`src/wdg_pkg.sv`:
```
`default_nettype none
// Shared constants and types for the window watchdog
package wdg_pkg;
  // Clock period
  localparam int CLK_PERIOD_NS    = 10;

  // Trigger low time must reach this before it counts
  localparam int TRIG_MIN_NS      = 200;
  localparam int TRIG_MIN_CYC     = (TRIG_MIN_NS + CLK_PERIOD_NS - 1) / CLK_PERIOD_NS;
  localparam int TRIG_CNT_W       = 5;

  // Fixed reset pulse length, power-up and watchdog alike
  localparam int RESET_MS         = 4;
  localparam int RESET_CYC        = RESET_MS * (1000000 / CLK_PERIOD_NS);
  localparam int RESET_CNT_W      = 19;

  // Phase lengths in oscillator periods
  localparam int LEAD_TICKS       = 7895;
  localparam int CLOSED_TICKS     = 1053;
  localparam int OPEN_TICKS       = 1105;
  localparam int TICK_CNT_W       = 13;

  // Fallback oscillator period when the timing resistor fails
  localparam int FALLBACK_NS      = 10000;
  localparam int FALLBACK_CYC     = FALLBACK_NS / CLK_PERIOD_NS;
  localparam int FALLBACK_CNT_W   = 10;

  // Synchroniser layout and idle levels
  localparam int SYNC_W           = 4;
  localparam int SYNC_TRIG        = 3;
  localparam int SYNC_OSC         = 2;
  localparam int SYNC_FAULT       = 1;
  localparam int SYNC_UV          = 0;
  localparam logic [SYNC_W-1:0] SYNC_INIT = 4'h8;

  // Watchdog sequence states
  typedef enum logic [2:0] {
    ST_RESET,
    ST_LEAD,
    ST_CLOSED,
    ST_OPEN,
    ST_OFF
  } wdg_state_t;
endpackage : wdg_pkg
`default_nettype wire

```
`src/wdg_tb_if.sv`:
```
`timescale 1ns/1ps
`default_nettype none
// Timebase tick and fallback status toward the sequencer
interface wdg_tb_if;
  logic tick;
  logic fallback;

  modport src (output tick, output fallback);
  modport snk (input  tick, input  fallback);
endinterface : wdg_tb_if
`default_nettype wire

```
`src/wdg_sync.sv`:
```
`timescale 1ns/1ps
`default_nettype none
// Three-stage synchroniser; output follows once stages two and three agree
module wdg_sync #(
  parameter int              W    = 1,
  parameter logic [W-1:0]    INIT = '0
) (
  input  wire logic          clk,
  input  wire logic          rst_n,
  input  wire logic [W-1:0]  din,
  output var  logic [W-1:0]  dout
);
  logic [W-1:0] s1;
  logic [W-1:0] s2;
  logic [W-1:0] s3;

  // Shift chain
  always_ff @(posedge clk or negedge rst_n) begin
    if (!rst_n) begin
      s1 <= INIT;
      s2 <= INIT;
      s3 <= INIT;
    end else begin
      s1 <= din;
      s2 <= s1;
      s3 <= s2;
    end
  end

  // Agreement filter per bit
  always_ff @(posedge clk or negedge rst_n) begin
    if (!rst_n) begin
      dout <= INIT;
    end else begin
      for (int i = 0; i < W; i++) begin
        if (s2[i] == s3[i]) begin
          dout[i] <= s3[i];
        end
      end
    end
  end
endmodule : wdg_sync
`default_nettype wire

```
`src/wdg_timebase.sv`:
```
`timescale 1ns/1ps
`default_nettype none
// Oscillator tick source with internal fallback divider
module wdg_timebase #(
  parameter int FALLBACK_CYC = wdg_pkg::FALLBACK_CYC
) (
  input  wire logic  clk,
  input  wire logic  rst_n,
  input  wire logic  osc_lvl,
  input  wire logic  fault_lvl,
  wdg_tb_if.src      tb
);
  localparam int CW = wdg_pkg::FALLBACK_CNT_W;

  logic          osc_q;
  logic [CW-1:0] div_cnt;
  logic          div_wrap;

  assign div_wrap = (div_cnt == CW'(FALLBACK_CYC - 1));

  // Fallback divider, free running
  always_ff @(posedge clk or negedge rst_n) begin
    if (!rst_n) begin
      div_cnt <= '0;
    end else if (div_wrap) begin
      div_cnt <= '0;
    end else begin
      div_cnt <= div_cnt + 1'b1;
    end
  end

  // Tick on oscillator rise, or on divider wrap under fault
  always_ff @(posedge clk or negedge rst_n) begin
    if (!rst_n) begin
      osc_q       <= 1'b0;
      tb.tick     <= 1'b0;
      tb.fallback <= 1'b0;
    end else begin
      osc_q       <= osc_lvl;
      tb.fallback <= fault_lvl;
      tb.tick     <= fault_lvl ? div_wrap : (osc_lvl && !osc_q);
    end
  end
endmodule : wdg_timebase
`default_nettype wire

```
`src/wdg_window_watchdog.sv`:
```
`timescale 1ns/1ps
`default_nettype none
module wdg_window_watchdog #(
  parameter int RESET_CYC    = wdg_pkg::RESET_CYC,
  parameter int LEAD_TICKS   = wdg_pkg::LEAD_TICKS,
  parameter int CLOSED_TICKS = wdg_pkg::CLOSED_TICKS,
  parameter int OPEN_TICKS   = wdg_pkg::OPEN_TICKS,
  parameter int FALLBACK_CYC = wdg_pkg::FALLBACK_CYC
) (
  input  wire logic  CLOCK,
  input  wire logic  RST_N,
  input  wire logic  TRIGGER_IN_N,
  input  wire logic  TIMEBASE_OSC,
  input  wire logic  TIMEBASE_RESISTOR_PIN_FAULT,
  input  wire logic  UNDERVOLTAGE,
  input  wire logic  WATCHDOG_OFF_MODE,
  input  wire logic  NORMAL_MODE,
  input  wire logic  RXD_WAKE_N,
  output var  logic  RESET_OUT_N,
  output var  logic  FAILSAFE_REQ,
  output var  logic  FALLBACK_ACTIVE
);
  localparam int TW = wdg_pkg::TICK_CNT_W;
  localparam int RW = wdg_pkg::RESET_CNT_W;
  localparam int LW = wdg_pkg::TRIG_CNT_W;

  // Local names for the sequence states
  localparam wdg_pkg::wdg_state_t ST_RESET  = wdg_pkg::ST_RESET;
  localparam wdg_pkg::wdg_state_t ST_LEAD   = wdg_pkg::ST_LEAD;
  localparam wdg_pkg::wdg_state_t ST_CLOSED = wdg_pkg::ST_CLOSED;
  localparam wdg_pkg::wdg_state_t ST_OPEN   = wdg_pkg::ST_OPEN;
  localparam wdg_pkg::wdg_state_t ST_OFF    = wdg_pkg::ST_OFF;

  wdg_pkg::wdg_state_t       state;
  wdg_pkg::wdg_state_t       next_state;
  logic [wdg_pkg::SYNC_W-1:0] sync_out;
  logic                      trig_f;
  logic                      uv_f;
  logic [LW-1:0]             low_cnt;
  logic                      trig_valid;
  logic [TW-1:0]             tick_cnt;
  logic [RW-1:0]             rst_cnt;
  logic                      rst_last;
  logic                      wd_off_q;
  logic                      wd_off_rise;
  logic                      wd_off_fall;
  logic                      rxd_q;
  logic                      rxd_fall;
  logic                      lead_end;
  logic                      closed_end;
  logic                      open_end;

  wdg_tb_if tb ();

  // True on the tick that completes a phase of given length
  function automatic logic is_last(input logic [TW-1:0] cnt, input int len);
    is_last = (cnt == TW'(len - 1));
  endfunction : is_last

  // Pin inputs from outside the clock domain
  wdg_sync #(
    .W    (wdg_pkg::SYNC_W),
    .INIT (wdg_pkg::SYNC_INIT)
  ) u_sync (
    .clk   (CLOCK),
    .rst_n (RST_N),
    .din   ({TRIGGER_IN_N, TIMEBASE_OSC, TIMEBASE_RESISTOR_PIN_FAULT, UNDERVOLTAGE}),
    .dout  (sync_out)
  );

  // Oscillator tick, with fallback source
  wdg_timebase #(
    .FALLBACK_CYC (FALLBACK_CYC)
  ) u_timebase (
    .clk       (CLOCK),
    .rst_n     (RST_N),
    .osc_lvl   (sync_out[wdg_pkg::SYNC_OSC]),
    .fault_lvl (sync_out[wdg_pkg::SYNC_FAULT]),
    .tb        (tb.src)
  );

  assign trig_f = sync_out[wdg_pkg::SYNC_TRIG];
  assign uv_f   = sync_out[wdg_pkg::SYNC_UV];

  // Trigger low-time counter, saturating
  always_ff @(posedge CLOCK or negedge RST_N) begin
    if (!RST_N) begin
      low_cnt <= '0;
    end else if (trig_f) begin
      low_cnt <= '0;
    end else if (low_cnt != LW'(wdg_pkg::TRIG_MIN_CYC)) begin
      low_cnt <= low_cnt + 1'b1;
    end
  end

  // One pulse per falling edge that stays low long enough
  assign trig_valid = !trig_f && (low_cnt == LW'(wdg_pkg::TRIG_MIN_CYC - 1));

  // Mode and wake edge detection
  always_ff @(posedge CLOCK or negedge RST_N) begin
    if (!RST_N) begin
      wd_off_q <= 1'b0;
      rxd_q    <= 1'b1;
    end else begin
      wd_off_q <= WATCHDOG_OFF_MODE;
      rxd_q    <= RXD_WAKE_N;
    end
  end

  assign wd_off_rise = WATCHDOG_OFF_MODE && !wd_off_q;
  assign wd_off_fall = !WATCHDOG_OFF_MODE && wd_off_q;
  assign rxd_fall    = !RXD_WAKE_N && rxd_q;

  // Phase end decodes
  assign lead_end   = tb.tick && is_last(tick_cnt, LEAD_TICKS);
  assign closed_end = tb.tick && is_last(tick_cnt, CLOSED_TICKS);
  assign open_end   = tb.tick && is_last(tick_cnt, OPEN_TICKS);
  assign rst_last   = !uv_f && (rst_cnt == RW'(RESET_CYC - 1));

  // Sequence next state
  always_comb begin
    next_state = state;
    case (state)
      ST_RESET: begin
        if (rst_last) begin
          next_state = ST_LEAD;
        end
      end
      ST_LEAD: begin
        if (trig_valid) begin
          next_state = ST_CLOSED;
        end else if (lead_end) begin
          next_state = ST_RESET;
        end
      end
      ST_CLOSED: begin
        if (trig_valid) begin
          next_state = ST_RESET;
        end else if (closed_end) begin
          next_state = ST_OPEN;
        end
      end
      ST_OPEN: begin
        if (trig_valid) begin
          next_state = ST_CLOSED;
        end else if (open_end) begin
          next_state = ST_RESET;
        end
      end
      ST_OFF: begin
        if (rxd_fall || wd_off_fall) begin
          next_state = ST_LEAD;
        end
      end
      default: begin
        next_state = ST_RESET;
      end
    endcase
    // Undervoltage first, then entry into the quiet mode
    if (uv_f) begin
      next_state = ST_RESET;
    end else if (wd_off_rise) begin
      next_state = ST_OFF;
    end
  end

  // State register; power-up starts in the reset hold
  always_ff @(posedge CLOCK or negedge RST_N) begin
    if (!RST_N) begin
      state <= ST_RESET;
    end else begin
      state <= next_state;
    end
  end

  // Oscillator period counter, cleared on every phase change
  always_ff @(posedge CLOCK or negedge RST_N) begin
    if (!RST_N) begin
      tick_cnt <= '0;
    end else if (next_state != state) begin
      tick_cnt <= '0;
    end else if (tb.tick) begin
      tick_cnt <= tick_cnt + 1'b1;
    end
  end

  // Reset length counter in clock cycles, held at zero under undervoltage
  always_ff @(posedge CLOCK or negedge RST_N) begin
    if (!RST_N) begin
      rst_cnt <= '0;
    end else if (state != ST_RESET || uv_f) begin
      rst_cnt <= '0;
    end else if (!rst_last) begin
      rst_cnt <= rst_cnt + 1'b1;
    end
  end

  // Reset output, low exactly while in the reset hold
  always_ff @(posedge CLOCK or negedge RST_N) begin
    if (!RST_N) begin
      RESET_OUT_N <= 1'b0;
    end else begin
      RESET_OUT_N <= (next_state != ST_RESET);
    end
  end

  // Fail-safe request pulse and fallback status
  always_ff @(posedge CLOCK or negedge RST_N) begin
    if (!RST_N) begin
      FAILSAFE_REQ    <= 1'b0;
      FALLBACK_ACTIVE <= 1'b0;
    end else begin
      FAILSAFE_REQ    <= NORMAL_MODE && (next_state == ST_RESET)
                         && (state != ST_RESET);
      FALLBACK_ACTIVE <= tb.fallback;
    end
  end

  // Checks on the sequence
  property p_lead_trig;
    @(posedge CLOCK) disable iff (!RST_N)
    (state == ST_LEAD) && trig_valid && !uv_f && !wd_off_rise
      |=> (state == ST_CLOSED) && (tick_cnt == '0) && RESET_OUT_N;
  endproperty
  a_lead_trig: assert property (p_lead_trig)
    else $error("lead trigger did not open closed window");

  property p_closed_trig;
    @(posedge CLOCK) disable iff (!RST_N)
    (state == ST_CLOSED) && trig_valid && !wd_off_rise |=> !RESET_OUT_N;
  endproperty
  a_closed_trig: assert property (p_closed_trig)
    else $error("closed window trigger did not reset");

  property p_open_trig;
    @(posedge CLOCK) disable iff (!RST_N)
    (state == ST_OPEN) && trig_valid && !uv_f && !wd_off_rise
      |=> (state == ST_CLOSED) && RESET_OUT_N;
  endproperty
  a_open_trig: assert property (p_open_trig)
    else $error("open window trigger did not restart");

  property p_lead_expire;
    @(posedge CLOCK) disable iff (!RST_N)
    (state == ST_LEAD) && tb.tick && (tick_cnt == TW'(LEAD_TICKS - 1))
      && !trig_valid && !wd_off_rise |=> !RESET_OUT_N && (rst_cnt == '0);
  endproperty
  a_lead_expire: assert property (p_lead_expire)
    else $error("lead timeout did not reset");

  property p_open_expire;
    @(posedge CLOCK) disable iff (!RST_N)
    (state == ST_OPEN) && tb.tick && (tick_cnt == TW'(OPEN_TICKS - 1))
      && !trig_valid && !wd_off_rise |=> !RESET_OUT_N;
  endproperty
  a_open_expire: assert property (p_open_expire)
    else $error("open window timeout did not reset");

  property p_closed_to_open;
    @(posedge CLOCK) disable iff (!RST_N)
    (state == ST_CLOSED) && tb.tick && (tick_cnt == TW'(CLOSED_TICKS - 1))
      && !trig_valid && !uv_f && !wd_off_rise |=> (state == ST_OPEN);
  endproperty
  a_closed_to_open: assert property (p_closed_to_open)
    else $error("closed window length wrong");

  property p_release_len;
    @(posedge CLOCK) disable iff (!RST_N)
    $rose(RESET_OUT_N) && $past(state == ST_RESET)
      |-> (state == ST_LEAD) && ($past(rst_cnt) == RW'(RESET_CYC - 1));
  endproperty
  a_release_len: assert property (p_release_len)
    else $error("reset released early or not into lead time");

  property p_uv_reset;
    @(posedge CLOCK) disable iff (!RST_N)
    uv_f |=> !RESET_OUT_N;
  endproperty
  a_uv_reset: assert property (p_uv_reset)
    else $error("undervoltage did not hold reset");

  property p_off_quiet;
    @(posedge CLOCK) disable iff (!RST_N)
    (state == ST_OFF) && !uv_f && !rxd_fall && !wd_off_fall
      |=> (state == ST_OFF) && RESET_OUT_N;
  endproperty
  a_off_quiet: assert property (p_off_quiet)
    else $error("watchdog active in quiet mode");

  property p_hold_ignores;
    @(posedge CLOCK) disable iff (!RST_N)
    (state == ST_RESET) && !rst_last && !wd_off_rise |=> !RESET_OUT_N;
  endproperty
  a_hold_ignores: assert property (p_hold_ignores)
    else $error("reset hold ended early");

  property p_failsafe;
    @(posedge CLOCK) disable iff (!RST_N)
    $fell(RESET_OUT_N) && $past(NORMAL_MODE) |-> FAILSAFE_REQ;
  endproperty
  a_failsafe: assert property (p_failsafe)
    else $error("no fail-safe request on reset in normal mode");

  property p_edge_fresh;
    @(posedge CLOCK) disable iff (!RST_N)
    $fell(trig_f) |-> !trig_valid ##1 !trig_valid;
  endproperty
  a_edge_fresh: assert property (p_edge_fresh)
    else $error("trigger accepted without minimum low time");

  // Main scenarios
  c_open_service: cover property (@(posedge CLOCK) disable iff (!RST_N)
    (state == ST_OPEN) && trig_valid ##1 (state == ST_CLOSED));
  c_closed_violation: cover property (@(posedge CLOCK) disable iff (!RST_N)
    (state == ST_CLOSED) && trig_valid ##1 !RESET_OUT_N);
  c_lead_timeout: cover property (@(posedge CLOCK) disable iff (!RST_N)
    (state == ST_LEAD) && lead_end ##1 (state == ST_RESET));
  c_wake: cover property (@(posedge CLOCK) disable iff (!RST_N)
    (state == ST_OFF) && rxd_fall ##1 (state == ST_LEAD));
endmodule : wdg_window_watchdog
`default_nettype wire

```
`config.mk`:
```
export PLATFORM = sky130hd
export DESIGN_NAME = wdg_window_watchdog
export DESIGN_NICKNAME = d
export VERILOG_FILES = /design/src/wdg_pkg.sv /design/src/wdg_tb_if.sv /design/src/wdg_sync.sv /design/src/wdg_timebase.sv /design/src/wdg_window_watchdog.sv
export SDC_FILE = /design/constraint.sdc
export NUM_CORES = 1
export LEC_CHECK = 0
export BUFFER_PORTS_ARGS = -buffer_cell sky130_fd_sc_hd__buf_2
export CAP_MARGIN = 10
export CORE_MARGIN = 2
export CORE_UTILIZATION = 61
export CTS_CLUSTER_SIZE = 28
export DETAILED_ROUTE_END_ITERATION = 10
export PLACE_DENSITY = 0.88
export SLEW_MARGIN = 0
export SYNTH_ARGS = -nofsm -noshare
export SYNTH_HDL_FRONTEND = slang
export SYNTH_SLANG_ARGS = --single-unit
export TNS_END_PERCENT = 5
```
`constraint.sdc`:
```
create_clock -name CLOCK -period 2.52 [get_ports CLOCK]
set_clock_uncertainty 0.2 [all_clocks]
set_input_delay 0.504 -clock CLOCK [delete_from_list [all_inputs] [get_ports CLOCK]]
set_output_delay 0.504 -clock CLOCK [all_outputs]
set_load 0.05 [all_outputs]
```
# --- Yosys cells after proc, flatten, opt, wreduce, memory -nomap -nowiden ---
# Index checks and enable logic that the tools add are counted.
word_totals:
  mem_bits_ro: 0
  mem_bits_rw: 0
  reg_bits: 74
  memories: 0
  output_inout_bits: 3
  elab_cells: 85
  in_bits: 9
  latchBits: 0
classes:
  multipliers: 0
  mux: 19
  n_reduce_logical: 25
  div_mod_pow: 0
  order_cmp: 0
  n_addsub: 4
  shift: 0
  n_eq_ne: 17
  bitwise: 0
ops:
  columns: ["cell", "count"]
  rows:
  - ["2-to-1 mux 19 bit", 2]
  - ["2-to-1 mux 3 bit", 10]
  - ["equality test 13 x 11 -> 1 bit (second input constant)", 2]
  - ["2-to-1 mux 13 bit", 2]
  - ["adder 19 x 1 -> 19 bit (second input constant)", 1]
  - ["equality test 19 bit (second input constant)", 1]
  - ["case mux 3 bit (5 select lines)", 1]
  - ["adder 13 x 1 -> 13 bit (second input constant)", 1]
  - ["equality test 13 bit (second input constant)", 1]
  - ["logical AND 1 bit", 11]
  - ["adder 10 x 1 -> 10 bit (second input constant)", 1]
  - ["equality test 10 bit (second input constant)", 1]
  - ["2-to-1 mux 10 bit", 1]
  - ["2-to-1 mux 5 bit", 2]
  - ["equality test 3 x 2 -> 1 bit (second input constant)", 2]
  - ["logical NOT 1 bit", 6]
  - ["logical NOT 3 bit", 2]
  - ["nonzero test 3 bit", 2]
  - ["adder 5 x 1 -> 5 bit (second input constant)", 1]
  - ["equality test 5 bit (second input constant)", 1]
  - ["inequality test 5 bit (second input constant)", 1]
  - ["equality test 1 bit", 4]
  - ["nonzero test 2 bit", 2]
  - ["equality test 3 x 1 -> 1 bit (second input constant)", 1]
  - ["5 further kinds", 6]

# --- Depth between registers and ports, before layout ---
# Gate-level depths: netlist of the first run.
depth:
  depth_word: 10
  ltp_mapped: 7
  depth_no_buf: 6

# --- Cells and area by module ---
# A second synthesis of the first run with hierarchy kept.
unflattened:
  hier_cells: 336
  area_unflattened_um2: 3647.2
by_module_without_submodules:
  columns: ["module", "area_per_inst_um2", "cells_each", "seq_area_each_um2", "n_inst"]
  rows:
  - ["wdg_window_watchdog", 2621.3, 268, 1127.3, 1]
  - ["wdg_timebase", 575.6, 48, 325.3, 1]
  - ["wdg_sync", 450.4, 20, 405.4, 1]

# --- Worst setup path after synthesis of the first run ---
# OpenSTA, ideal clock, no wires.
synth_path:
  path_kind: "register to register"
  from: "register tick_cnt[7]"
  to: "register tick_cnt[5]"
  setup_time_ns: 0.139
  t_arrival_ns: 1.665
  n_path_buf: 1
  required_ns: 2.181
  synth_period_minus_slack_ns: 2.003
  path_slack_ns: 0.517
  stages_incl_launch_ff: 7
  cell_sequence: "dfrtp_1 -> nor4b_2 -> nand3b_1 -> or4_4 -> nand4_2 -> buf_6 -> a31oi_1"
synth_between:
  elab_chain_len: 9
  elab_cells_between_ends: 18
  classes_between: "eq/ne (4); mux (10); reduce/logical (4)"
synth_rtl:
  columns: ["element", "line", "rtl"]
  rows:
  - ["start, declared", "wdg_window_watchdog.sv:41", "logic [TW-1:0] tick_cnt;"]
  - ["start signal, assigned", "wdg_window_watchdog.sv:183", "tick_cnt <= tick_cnt + 1'b1;"]
  - ["equality test 13 x 11 -> 1 bit / equality test 13 bit (equally long branches)", "wdg_window_watchdog.sv:57", "is_last = (cnt == TW'(len - 1));"]
  - ["logical AND 1 bit, on equally long branches", "wdg_window_watchdog.sv:117, wdg_window_watchdog.sv:115, wdg_window_watchdog.sv:116", null]
  - ["2-to-1 mux 3 bit, on equally long branches", "wdg_window_watchdog.sv:146, wdg_window_watchdog.sv:132, wdg_window_watchdog.sv:139", null]
  - ["2-to-1 mux 3 bit, on equally long branches", "wdg_window_watchdog.sv:144, wdg_window_watchdog.sv:130, wdg_window_watchdog.sv:137", null]
  - ["case mux 3 bit (5 select lines) (*)", "wdg_window_watchdog.sv:123", "case (state)"]
  - ["2-to-1 mux 3 bit (*)", "wdg_window_watchdog.sv:162", "end else if (wd_off_rise) begin"]
  - ["2-to-1 mux 3 bit (*)", "wdg_window_watchdog.sv:160", "if (uv_f) begin"]
  - ["inequality test 3 bit (*)", "wdg_window_watchdog.sv:180", "end else if (next_state != state) begin"]
  - ["2-to-1 mux 13 bit / nonzero test 2 bit (equally long branches)", null, null]
# Mark *: on every way between the ends. The rest lies on a longest branch, timed or not.
# A chain may end at the register's enable or synchronous reset.

# --- Worst setup path after layout of the first run ---
layout_path:
  from: "register rst_cnt[0]"
  to: "register tick_cnt[8]"
layout_between:
  elab_chain_len: 8
  elab_cells_between_ends: 9
  classes_between: "eq/ne (2); mux (5); reduce/logical (2)"
layout_rtl:
  columns: ["element", "line", "rtl"]
  rows:
  - ["start, declared", "wdg_window_watchdog.sv:42", "logic [RW-1:0] rst_cnt;"]
  - ["start signal, assigned", "wdg_window_watchdog.sv:194", "rst_cnt <= rst_cnt + 1'b1;"]
  - ["equality test 19 bit (*)", "wdg_window_watchdog.sv:118", "assign rst_last = !uv_f && (rst_cnt == RW'(RESET_CYC - 1));"]
  - ["logical AND 1 bit (*)", "wdg_window_watchdog.sv:118", null]
  - ["2-to-1 mux 3 bit (*)", "wdg_window_watchdog.sv:125", "if (rst_last) begin"]
  - ["case mux 3 bit (5 select lines) (*)", "wdg_window_watchdog.sv:123", null]
  - ["2-to-1 mux 3 bit (*)", "wdg_window_watchdog.sv:162", null]
  - ["2-to-1 mux 3 bit (*)", "wdg_window_watchdog.sv:160", null]
  - ["inequality test 3 bit (*)", "wdg_window_watchdog.sv:180", null]
  - ["2-to-1 mux 13 bit / nonzero test 2 bit (equally long branches)", null, null]
# Marks and branches as above.

==> out/results.tsv, run 1 <==
stage	metric	value	unit
status	status	complete, no violations	
routing	via count	2519	
clocking	clk slew on worst S/H paths	0.07	ns
synthesis	Post-synth EDFFs	0	
worst_setup_path	Crit Path Max Fanout	13	
min_path	Min-Delay Path Class	input port to register	
routing	DRT Pass-1 Iters	4	
synthesis	Syn Nets	347	
synthesis	Main synth FF type	dfrtp_1	
routing	number of DRC markers in iteration 0	245	
cells_and_area	register area	0.00186	mm2
sta	Worst Tran Pin Value	0.545	ns
floorplanning	placement row count	27	
clocking	clk sinks	74	
sta	TNS Setup	0	ns
floorplanning	Initial Util	63.6	%
power_and_ir_drop	part of the power in combinational logic	9.7	%
cells_and_area	filler cell count	423	
clocking	root buf cell	clkbuf_8	
sta	RSZ-0062 raised after global routing	false	
clocking	CTS max path bufs	2	
synthesis	Async SR Flop Fraction	100	%
floorplanning	Die Wd	80.0	um
sta	Slew Viols, Final	0	
sta	Slew HR	63.5	%
sta	Final setup viols	0	
power_and_ir_drop	clock network power share	38.8	%
grt	first-pass GRT wire length	11200	um
synthesis	synth top area cells	dfrtp_1 49%, xor2_1 6.5%, nor2_1 4.6%	
power_and_ir_drop	net switching power	0.653	mW
sta	Min Hold Slack	0.0483	ns
power_and_ir_drop	LEAKAGE	1.64	nW
routing	wl on met1	2860	um
sta	endpoints failing hold	0	
worst_setup_path	CP Class	register to register	
power_and_ir_drop	Seq pwr share	51.5	%
clocking	Setup Buffers After CTS	0	
worst_setup_path	Top delay family on crit path	compound AO/OA/AOI/OAI gates	
routing	final WL	6340	um
placed_design	input/output buffers	11	
grt	Overall Global Routing Usage	22.8	%
worst_setup_path	critical path cell sequence	ha_1, nand2_1, nor2_1, a32oi_1, nand4_2, a31oi_1	
worst_setup_path	CP max stage delay	0.42	ns
floorplanning	die height	80.0	um
routing	drt drc	0	
routing	wire length per cell	14.9	um
power_and_ir_drop	Internal Dissipation	1.92	mW
cells_and_area	Layout Nets	366	
synthesis	Cells after Synth	331	
cells_and_area	Layout area overhead	9.95	%
placed_design	placed insts	410	
routing	met3 WL	176	um
power_and_ir_drop	switching share of power	25.4	%
floorplanning	io pins	12	
worst_setup_path	critical path endpoint category	register	
floorplanning	total core area	0.00554	mm2
clocking	CTS tree	done	
floorplanning	die area	0.00640	mm2
synthesis	post-synth top area share	49.0	%
cells_and_area	final non-filler cell total	426	
grt	initial antenna violation count	0	
sta	post-layout min period	2.26	ns
worst_setup_path	CP bufs+invs	0	
synthesis	synth warn	0	
clocking	# H-tree levels	3	
cells_and_area	multi-input combinational cell area	0.00154	mm2
grt	vias in the first global route	2472	
cells_and_area	layout cells sized above 1	13.8	%
power_and_ir_drop	VDD IR-drop max	467	uV
synthesis	Synth Register Bits	74	
worst_setup_path	CP Launch Type	register	
routing	drt via density	5.91	
worst_setup_path	CP required	2.57	ns
worst_setup_path	Worst EP arrival	2.32	ns
run	Max Cap Viol	0	
routing	WL met2	3170	um
synthesis	Synth area leader	dfrtp_1	
synthesis	register area share after synthesis	52.8	%
clocking	Clk Latency, worst-skew pair	0.34	ns
sta	fraction of the cycle the final worst path needs	89.8	%
synthesis	Synth cell types	55	
worst_setup_path	R2R setup slack	0.26	ns
routing	uppermost routed layer	met4	
clocking	CTS buffer count	9	
power_and_ir_drop	total power per unit cell area	665	mW/mm2
placed_design	Post-DP HPWL	4180	um
grt	pin count of the biggest net entering global routing	75	
routing	post-route ant nets	0	
synthesis	syn avg cell area	10.6	um2
worst_setup_path	slowest CP cell	dfrtp_1	
grt	total gr overflow	0	
placed_design	Final GP Congestion	0.868	
sta	Max Clk Rate	442	MHz
cells_and_area	ANT cells	0	
synthesis	Post-Syn Area	0.00352	mm2
[cell usage in the layout, fill, tap and decap left out, types with 6 or more instances in the layout]
cell type / n
a31oi_1: 14
buf_2: 11
buf_4: 6
clkbuf_8: 10
dfrtp_1: 69
ha_1: 7
inv_1: 10
nand2_1: 24
nand2b_1: 6
nand3_1: 20
nand4_1: 12
nor2_1: 43
o21ai_0: 10
xnor2_1: 13
xor2_1: 26
[repair_timing]
action	4_1_cts	5_1_grt
hold endpoints to repair	69	0
gates resized for setup	0	0
hold buffers	1	0
[kinds of logic after synthesis]
kind of cell / synth area share, %
xor+xnor: 9.70
mux: 0.568
buf+inv: 3.52
flops: 52.8
fa+ha+maj: 3.62
compound gates: 8.95
simple gates: 20.9
[metrics by stage]
| step | utilization [%] | cell area (um2) | power, mW | setup slack, ns |
|---|---|---|---|---|
| final | 69.9 | 3870 | 2.58 | 0.258 |
| after global placement | 65.8 | 3650 | 1.57 | 0.331 |
| after CTS | 69.9 | 3870 | 2.60 | 0.278 |
| after floorplan | - | 3520 | 1.51 | 0.517 |
| after detailed placement | 65.8 | 3650 | 1.59 | 0.281 |
| after global routing | 69.9 | 3870 | 2.70 | 0.105 |
[Yosys cell counts, drive strengths merged (2+ instances only)]
master,n
a211oi,2
a21oi,5
a31oi,14
and3,3
and4,2
and4bb,2
buf,7
clkbuf,3
dfrtp,69
dfstp,5
ha,7
inv,10
maj3,4
mux2i,2
nand2,24
nand2b,6
nand3,20
nand3b,2
nand4,13
nor2,43
nor2b,2
nor3,5
nor4b,2
nor4bb,2
o2111ai,5
o211ai,2
o21ai,10
o311a,2
or2,3
xnor2,13
xor2,26
[registers in the layout (all words and copies together), names as in the netlist]
register / count
FAILSAFE_REQ: 1
FALLBACK_ACTIVE: 1
RESET_OUT_N: 1
low_cnt: 5
rst_cnt: 19
rxd_q: 1
state: 3
tick_cnt: 13
u_sync.dout: 4
u_sync.s1: 4
u_sync.s2: 4
u_sync.s3: 4
u_timebase.div_cnt: 10
u_timebase.osc_q: 1
u_timebase.tb.fallback: 1
u_timebase.tb.tick: 1
wd_off_q: 1
[layout make-up]
class                      count  area share, %
timing repair buffer          19           3.36
multi-input combinational    236           39.8
inverter                      10          0.969
clock inverter                 5           2.04
sequential                    74           48.0
clock buffer                  10           3.55
tap                           72           2.33
[worst paths after layout]
kind / start / endpoint / depth (start not counted)
min in group asynchronous: RST_N / low_cnt[3] / 3
max reg2reg: rst_cnt[0] / tick_cnt[8] / 6
min reg2reg: u_sync.s1[0] / u_sync.s2[0] / 0
max: rst_cnt[0] / tick_cnt[8] / 6
min: TRIGGER_IN_N / u_sync.s1[3] / 1
max in group asynchronous: RST_N / rxd_q / 3
[layer usage]
| layer | vias up | global-route usage, % |
|---|---|---|
| li1 | 1207 | - |
| met1 | 1250 | 28.8 |
| met2 | 50 | 36.8 |
| met3 | 12 | 4.75 |
| met4 | 0 | 12.2 |
| met5 | - | 0 |
[power by group through the flow]
stage / logic (mW) / registers [mW] / clock network [mW]
2_1_floorplan: 0.176 / 1.33 / 0
3_3_place_gp: 0.232 / 1.34 / 0
3_5_place_dp: 0.243 / 1.35 / 0
4_1_cts: 0.255 / 1.33 / 1.02
5_1_grt: 0.286 / 1.34 / 1.08
6_report: 0.249 / 1.33 / 1.00
(Power assumes the default switching activity.)
==> run 2, diff against run 1 <==
==> constraint.sdc (replaced) <==
create_clock -name CLOCK -period 2.52 [get_ports CLOCK]
set_clock_uncertainty 0.2 [all_clocks]
set_input_delay 0.252 -clock CLOCK [delete_from_list [all_inputs] [get_ports CLOCK]]
set_output_delay 0.252 -clock CLOCK [all_outputs]
set_load 0.05 [all_outputs]
==> run 2 against run 1 <==
Against the previous run: sequential power about the same; clock-buffer cell count did not move; clock power is 9.9% lower; non-clock buffer count rose by 6; largest cell class unchanged; largest power group unchanged.
==> out/results.tsv, run 2 (synthesis results as in run 1) <==
stage	metric	value	unit	change
clocking	CTS tree	done		unchanged
worst_setup_path	R2R setup slack	0.24	ns	was 0.26 ns
clocking	CTS max path bufs	2		unchanged
routing	met3 WL	215	um	was 176 um
sta	TNS Setup	0	ns	unchanged
cells_and_area	number of flip-flops under the largest register name	19		unchanged
cells_and_area	register name with the most flops	rst_cnt		unchanged
sta	RSZ-0062 raised after global routing	false		unchanged
cells_and_area	commonest non-fill, non-tap cell in the layout	dfrtp_1		unchanged
routing	drt via density	5.85		was 5.91
power_and_ir_drop	clock network power share	36.3	%	was 38.8%
min_path	Min-Delay Path Class	input port to register		unchanged
sta	Min Hold Slack	0.109	ns	was 0.0483 ns
sta	Max Clk Rate	438	MHz	was 442 MHz
min_path	hold depth	3		was 1
floorplanning	placement row count	27		unchanged
power_and_ir_drop	net switching power	0.653	mW	about the same
worst_setup_path	R2R Path End	tick_cnt[9]		was tick_cnt[8]
sta	post-layout min period	2.28	ns	was 2.26 ns
power_and_ir_drop	switching share of power	26.3	%	was 25.4%
worst_setup_path	CP required	2.52	ns	was 2.57 ns
grt	first-pass GRT wire length	11300	um	was 11200 um
worst_setup_path	R2R depth	6		unchanged
sta	endpoints failing hold	0		unchanged
worst_setup_path	slowest CP cell	or4_4		was dfrtp_1
worst_setup_path	critical path endpoint category	register		unchanged
floorplanning	io pins	12		unchanged
status	status	complete, no violations		unchanged
sta	Final setup viols	0		unchanged
cells_and_area	Layout Nets	372		was 366
power_and_ir_drop	LEAKAGE	1.65	nW	was 1.64 nW
clocking	post-CTS resize count	0		unchanged
floorplanning	die area	0.00640	mm2	unchanged
worst_setup_path	Worst EP arrival	2.28	ns	was 2.32 ns
grt	pin count of the biggest net entering global routing	75		unchanged
run	Max Cap Viol	0		unchanged
clocking	root buf cell	clkbuf_8		unchanged
min_path	HP Start	NORMAL_MODE		was TRIGGER_IN_N
routing	post-route ant nets	0		unchanged
routing	final WL	6440	um	was 6340 um
min_path	Hold Path End	FAILSAFE_REQ		was u_sync.s1[3]
power_and_ir_drop	post-layout total power	2.48	mW	was 2.58 mW
routing	WL met2	3220	um	was 3170 um
routing	via count	2529		was 2519
power_and_ir_drop	VDD IR-drop max	527	uV	was 467 uV
sta	Worst Tran Pin Value	0.555	ns	was 0.545 ns
routing	wire length per cell	14.9	um	about the same
clocking	clk slew on worst S/H paths	0.08	ns	was 0.07 ns
clocking	Setup Buffers After CTS	0		unchanged
grt	initial antenna violation count	0		unchanged
clocking	CTS buffer count	9		unchanged
grt	vias in the first global route	2413		was 2472
sta	fraction of the cycle the final worst path needs	90.6	%	was 89.8%
power_and_ir_drop	Seq pwr share	53.4	%	was 51.5%
power_and_ir_drop	part of the power in combinational logic	10.3	%	was 9.7%
worst_setup_path	Crit Path Max Fanout	13		unchanged
cells_and_area	fin util	70.6	%	was 69.9%
cells_and_area	layout cells sized above 1	13.6	%	was 13.8%
sta	Slew HR	62.8	%	was 63.5%
floorplanning	total core area	0.00554	mm2	unchanged
worst_setup_path	critical path cell sequence	ha_1, nand4bb_1, o21ai_0, or4_4, nand4_2, a31oi_1		was ha_1, nand2_1, nor2_1, a32oi_1, nand4_2, a31oi_1
clocking	# H-tree levels	3		unchanged
cells_and_area	Layout area overhead	11.0	%	was 9.95%
routing	number of DRC markers in iteration 0	164		was 245
worst_setup_path	CP Launch Type	register		unchanged
cells_and_area	multi-input combinational cell area	0.00154	mm2	unchanged
power_and_ir_drop	total power per unit cell area	635	mW/mm2	was 665 mW/mm2
clocking	Clk Latency, worst-skew pair	0.34	ns	about the same
cells_and_area	ANT cells	0		unchanged
worst_setup_path	CP max stage delay	0.52	ns	was 0.42 ns
grt	total gr overflow	0		unchanged
routing	wl on met1	2920	um	was 2860 um
floorplanning	Die Wd	80.0	um	unchanged
grt	Overall Global Routing Usage	23.0	%	was 22.8%
cells_and_area	leading cell types in the layout, fill and taps excluded	69 x dfrtp_1, 43 x nor2_1, 26 x xor2_1, 24 x nand2_1, 20 x nand3_1		unchanged
placed_design	input/output buffers	11		unchanged
placed_design	Final GP Congestion	0.879		was 0.868
sta	Slew Viols, Final	0		unchanged
routing	uppermost routed layer	met4		unchanged
floorplanning	die height	80.0	um	unchanged
cells_and_area	largest registers	rst_cnt x19, tick_cnt x13, u_timebase.div_cnt x10		unchanged
placed_design	Post-DP HPWL	4150	um	was 4180 um
clocking	clk sinks	74		unchanged
cells_and_area	register area	0.00186	mm2	unchanged
routing	drt drc	0		unchanged
placed_design	Area after DPL	0.00365	mm2	unchanged
worst_setup_path	CP Class	register to register		unchanged
cells_and_area	filler cell count	427		was 423
cells_and_area	Final Instance Area	0.00391	mm2	was 0.00387 mm2
power_and_ir_drop	Internal Dissipation	1.83	mW	was 1.92 mW
floorplanning	Initial Util	63.6	%	unchanged
routing	DRT Pass-1 Iters	4		unchanged
worst_setup_path	reg-to-reg startpoint	low_cnt[0]		was rst_cnt[0]
-- run 2: cell types whose count changed in the layout (fill, tap and decap cells not counted) --
cell           change
clkinv_4           -1
dlygate4sd3_1      +6
clkinvlp_4         +2
bufinv_16          -1
-- run 2: worst max-delay path by stage --
stage | depth (start not counted) | from | slack, ns | end
after floorplan | 6 | tick_cnt[7] | 0.52 | tick_cnt[5]
after global placement | 5 | tick_cnt[7] | 0.37 | tick_cnt[5]
after detailed placement | 6 | rst_cnt[0] | 0.28 | tick_cnt[9]
after CTS | 6 | low_cnt[0] | 0.25 | tick_cnt[9]
after global routing | 6 | rst_cnt[0] | 0.03 | tick_cnt[9]
final | 6 | low_cnt[0] | 0.24 | tick_cnt[9]
-- run 2: layer usage --
layer  up-vias  GRT usage (%)
met1      1254           31.1
met5         -              0
li1       1218              -
met3         9           4.75
met4         0           8.14
met2        48           36.8
-- run 2: power by group through the flow --
stage	Sequential, mW	Combinational, mW	Clock, mW
after floorplan	1.33	0.176	0
after global placement	1.34	0.234	0
after detailed placement	1.34	0.246	0
after CTS	1.32	0.256	0.915
after global routing	1.34	0.289	0.966
final	1.32	0.255	0.901
-- run 2: cell type report --
type / count / share of cell area [%]
clock buffers: 10 / 3.52
well taps: 72 / 2.30
repair buffers: 25 / 4.87
multi-input cells: 236 / 39.4
inverters: 10 / 0.960
clock inverters: 5 / 1.41
flip-flops and latches: 74 / 47.5
-- run 2: timing repair --
item,in CTS,in global routing
endpoints found under the setup margin,0,0
hold buffers,7,0
endpoints found under the hold margin,75,0
-- run 2: metrics by stage --
step	worst slack, ns	instances
2_1_floorplan	0.517	331
3_3_place_gp	0.373	410
3_5_place_dp	0.285	410
4_1_cts	0.251	432
5_1_grt	0.0287	432
6_report	0.237	432
-- run 2: worst max-delay path, delay by kind of cell (launching register included) --
| family | cells | cell delay, ns |
|---|---|---|
| adder cells (fa/ha/maj) | 1 | 0.26 |
| flip-flops | 1 | 0.43 |
| AND/OR/NAND/NOR | 3 | 0.96 |
| AO/OA/AOI/OAI | 2 | 0.28 |
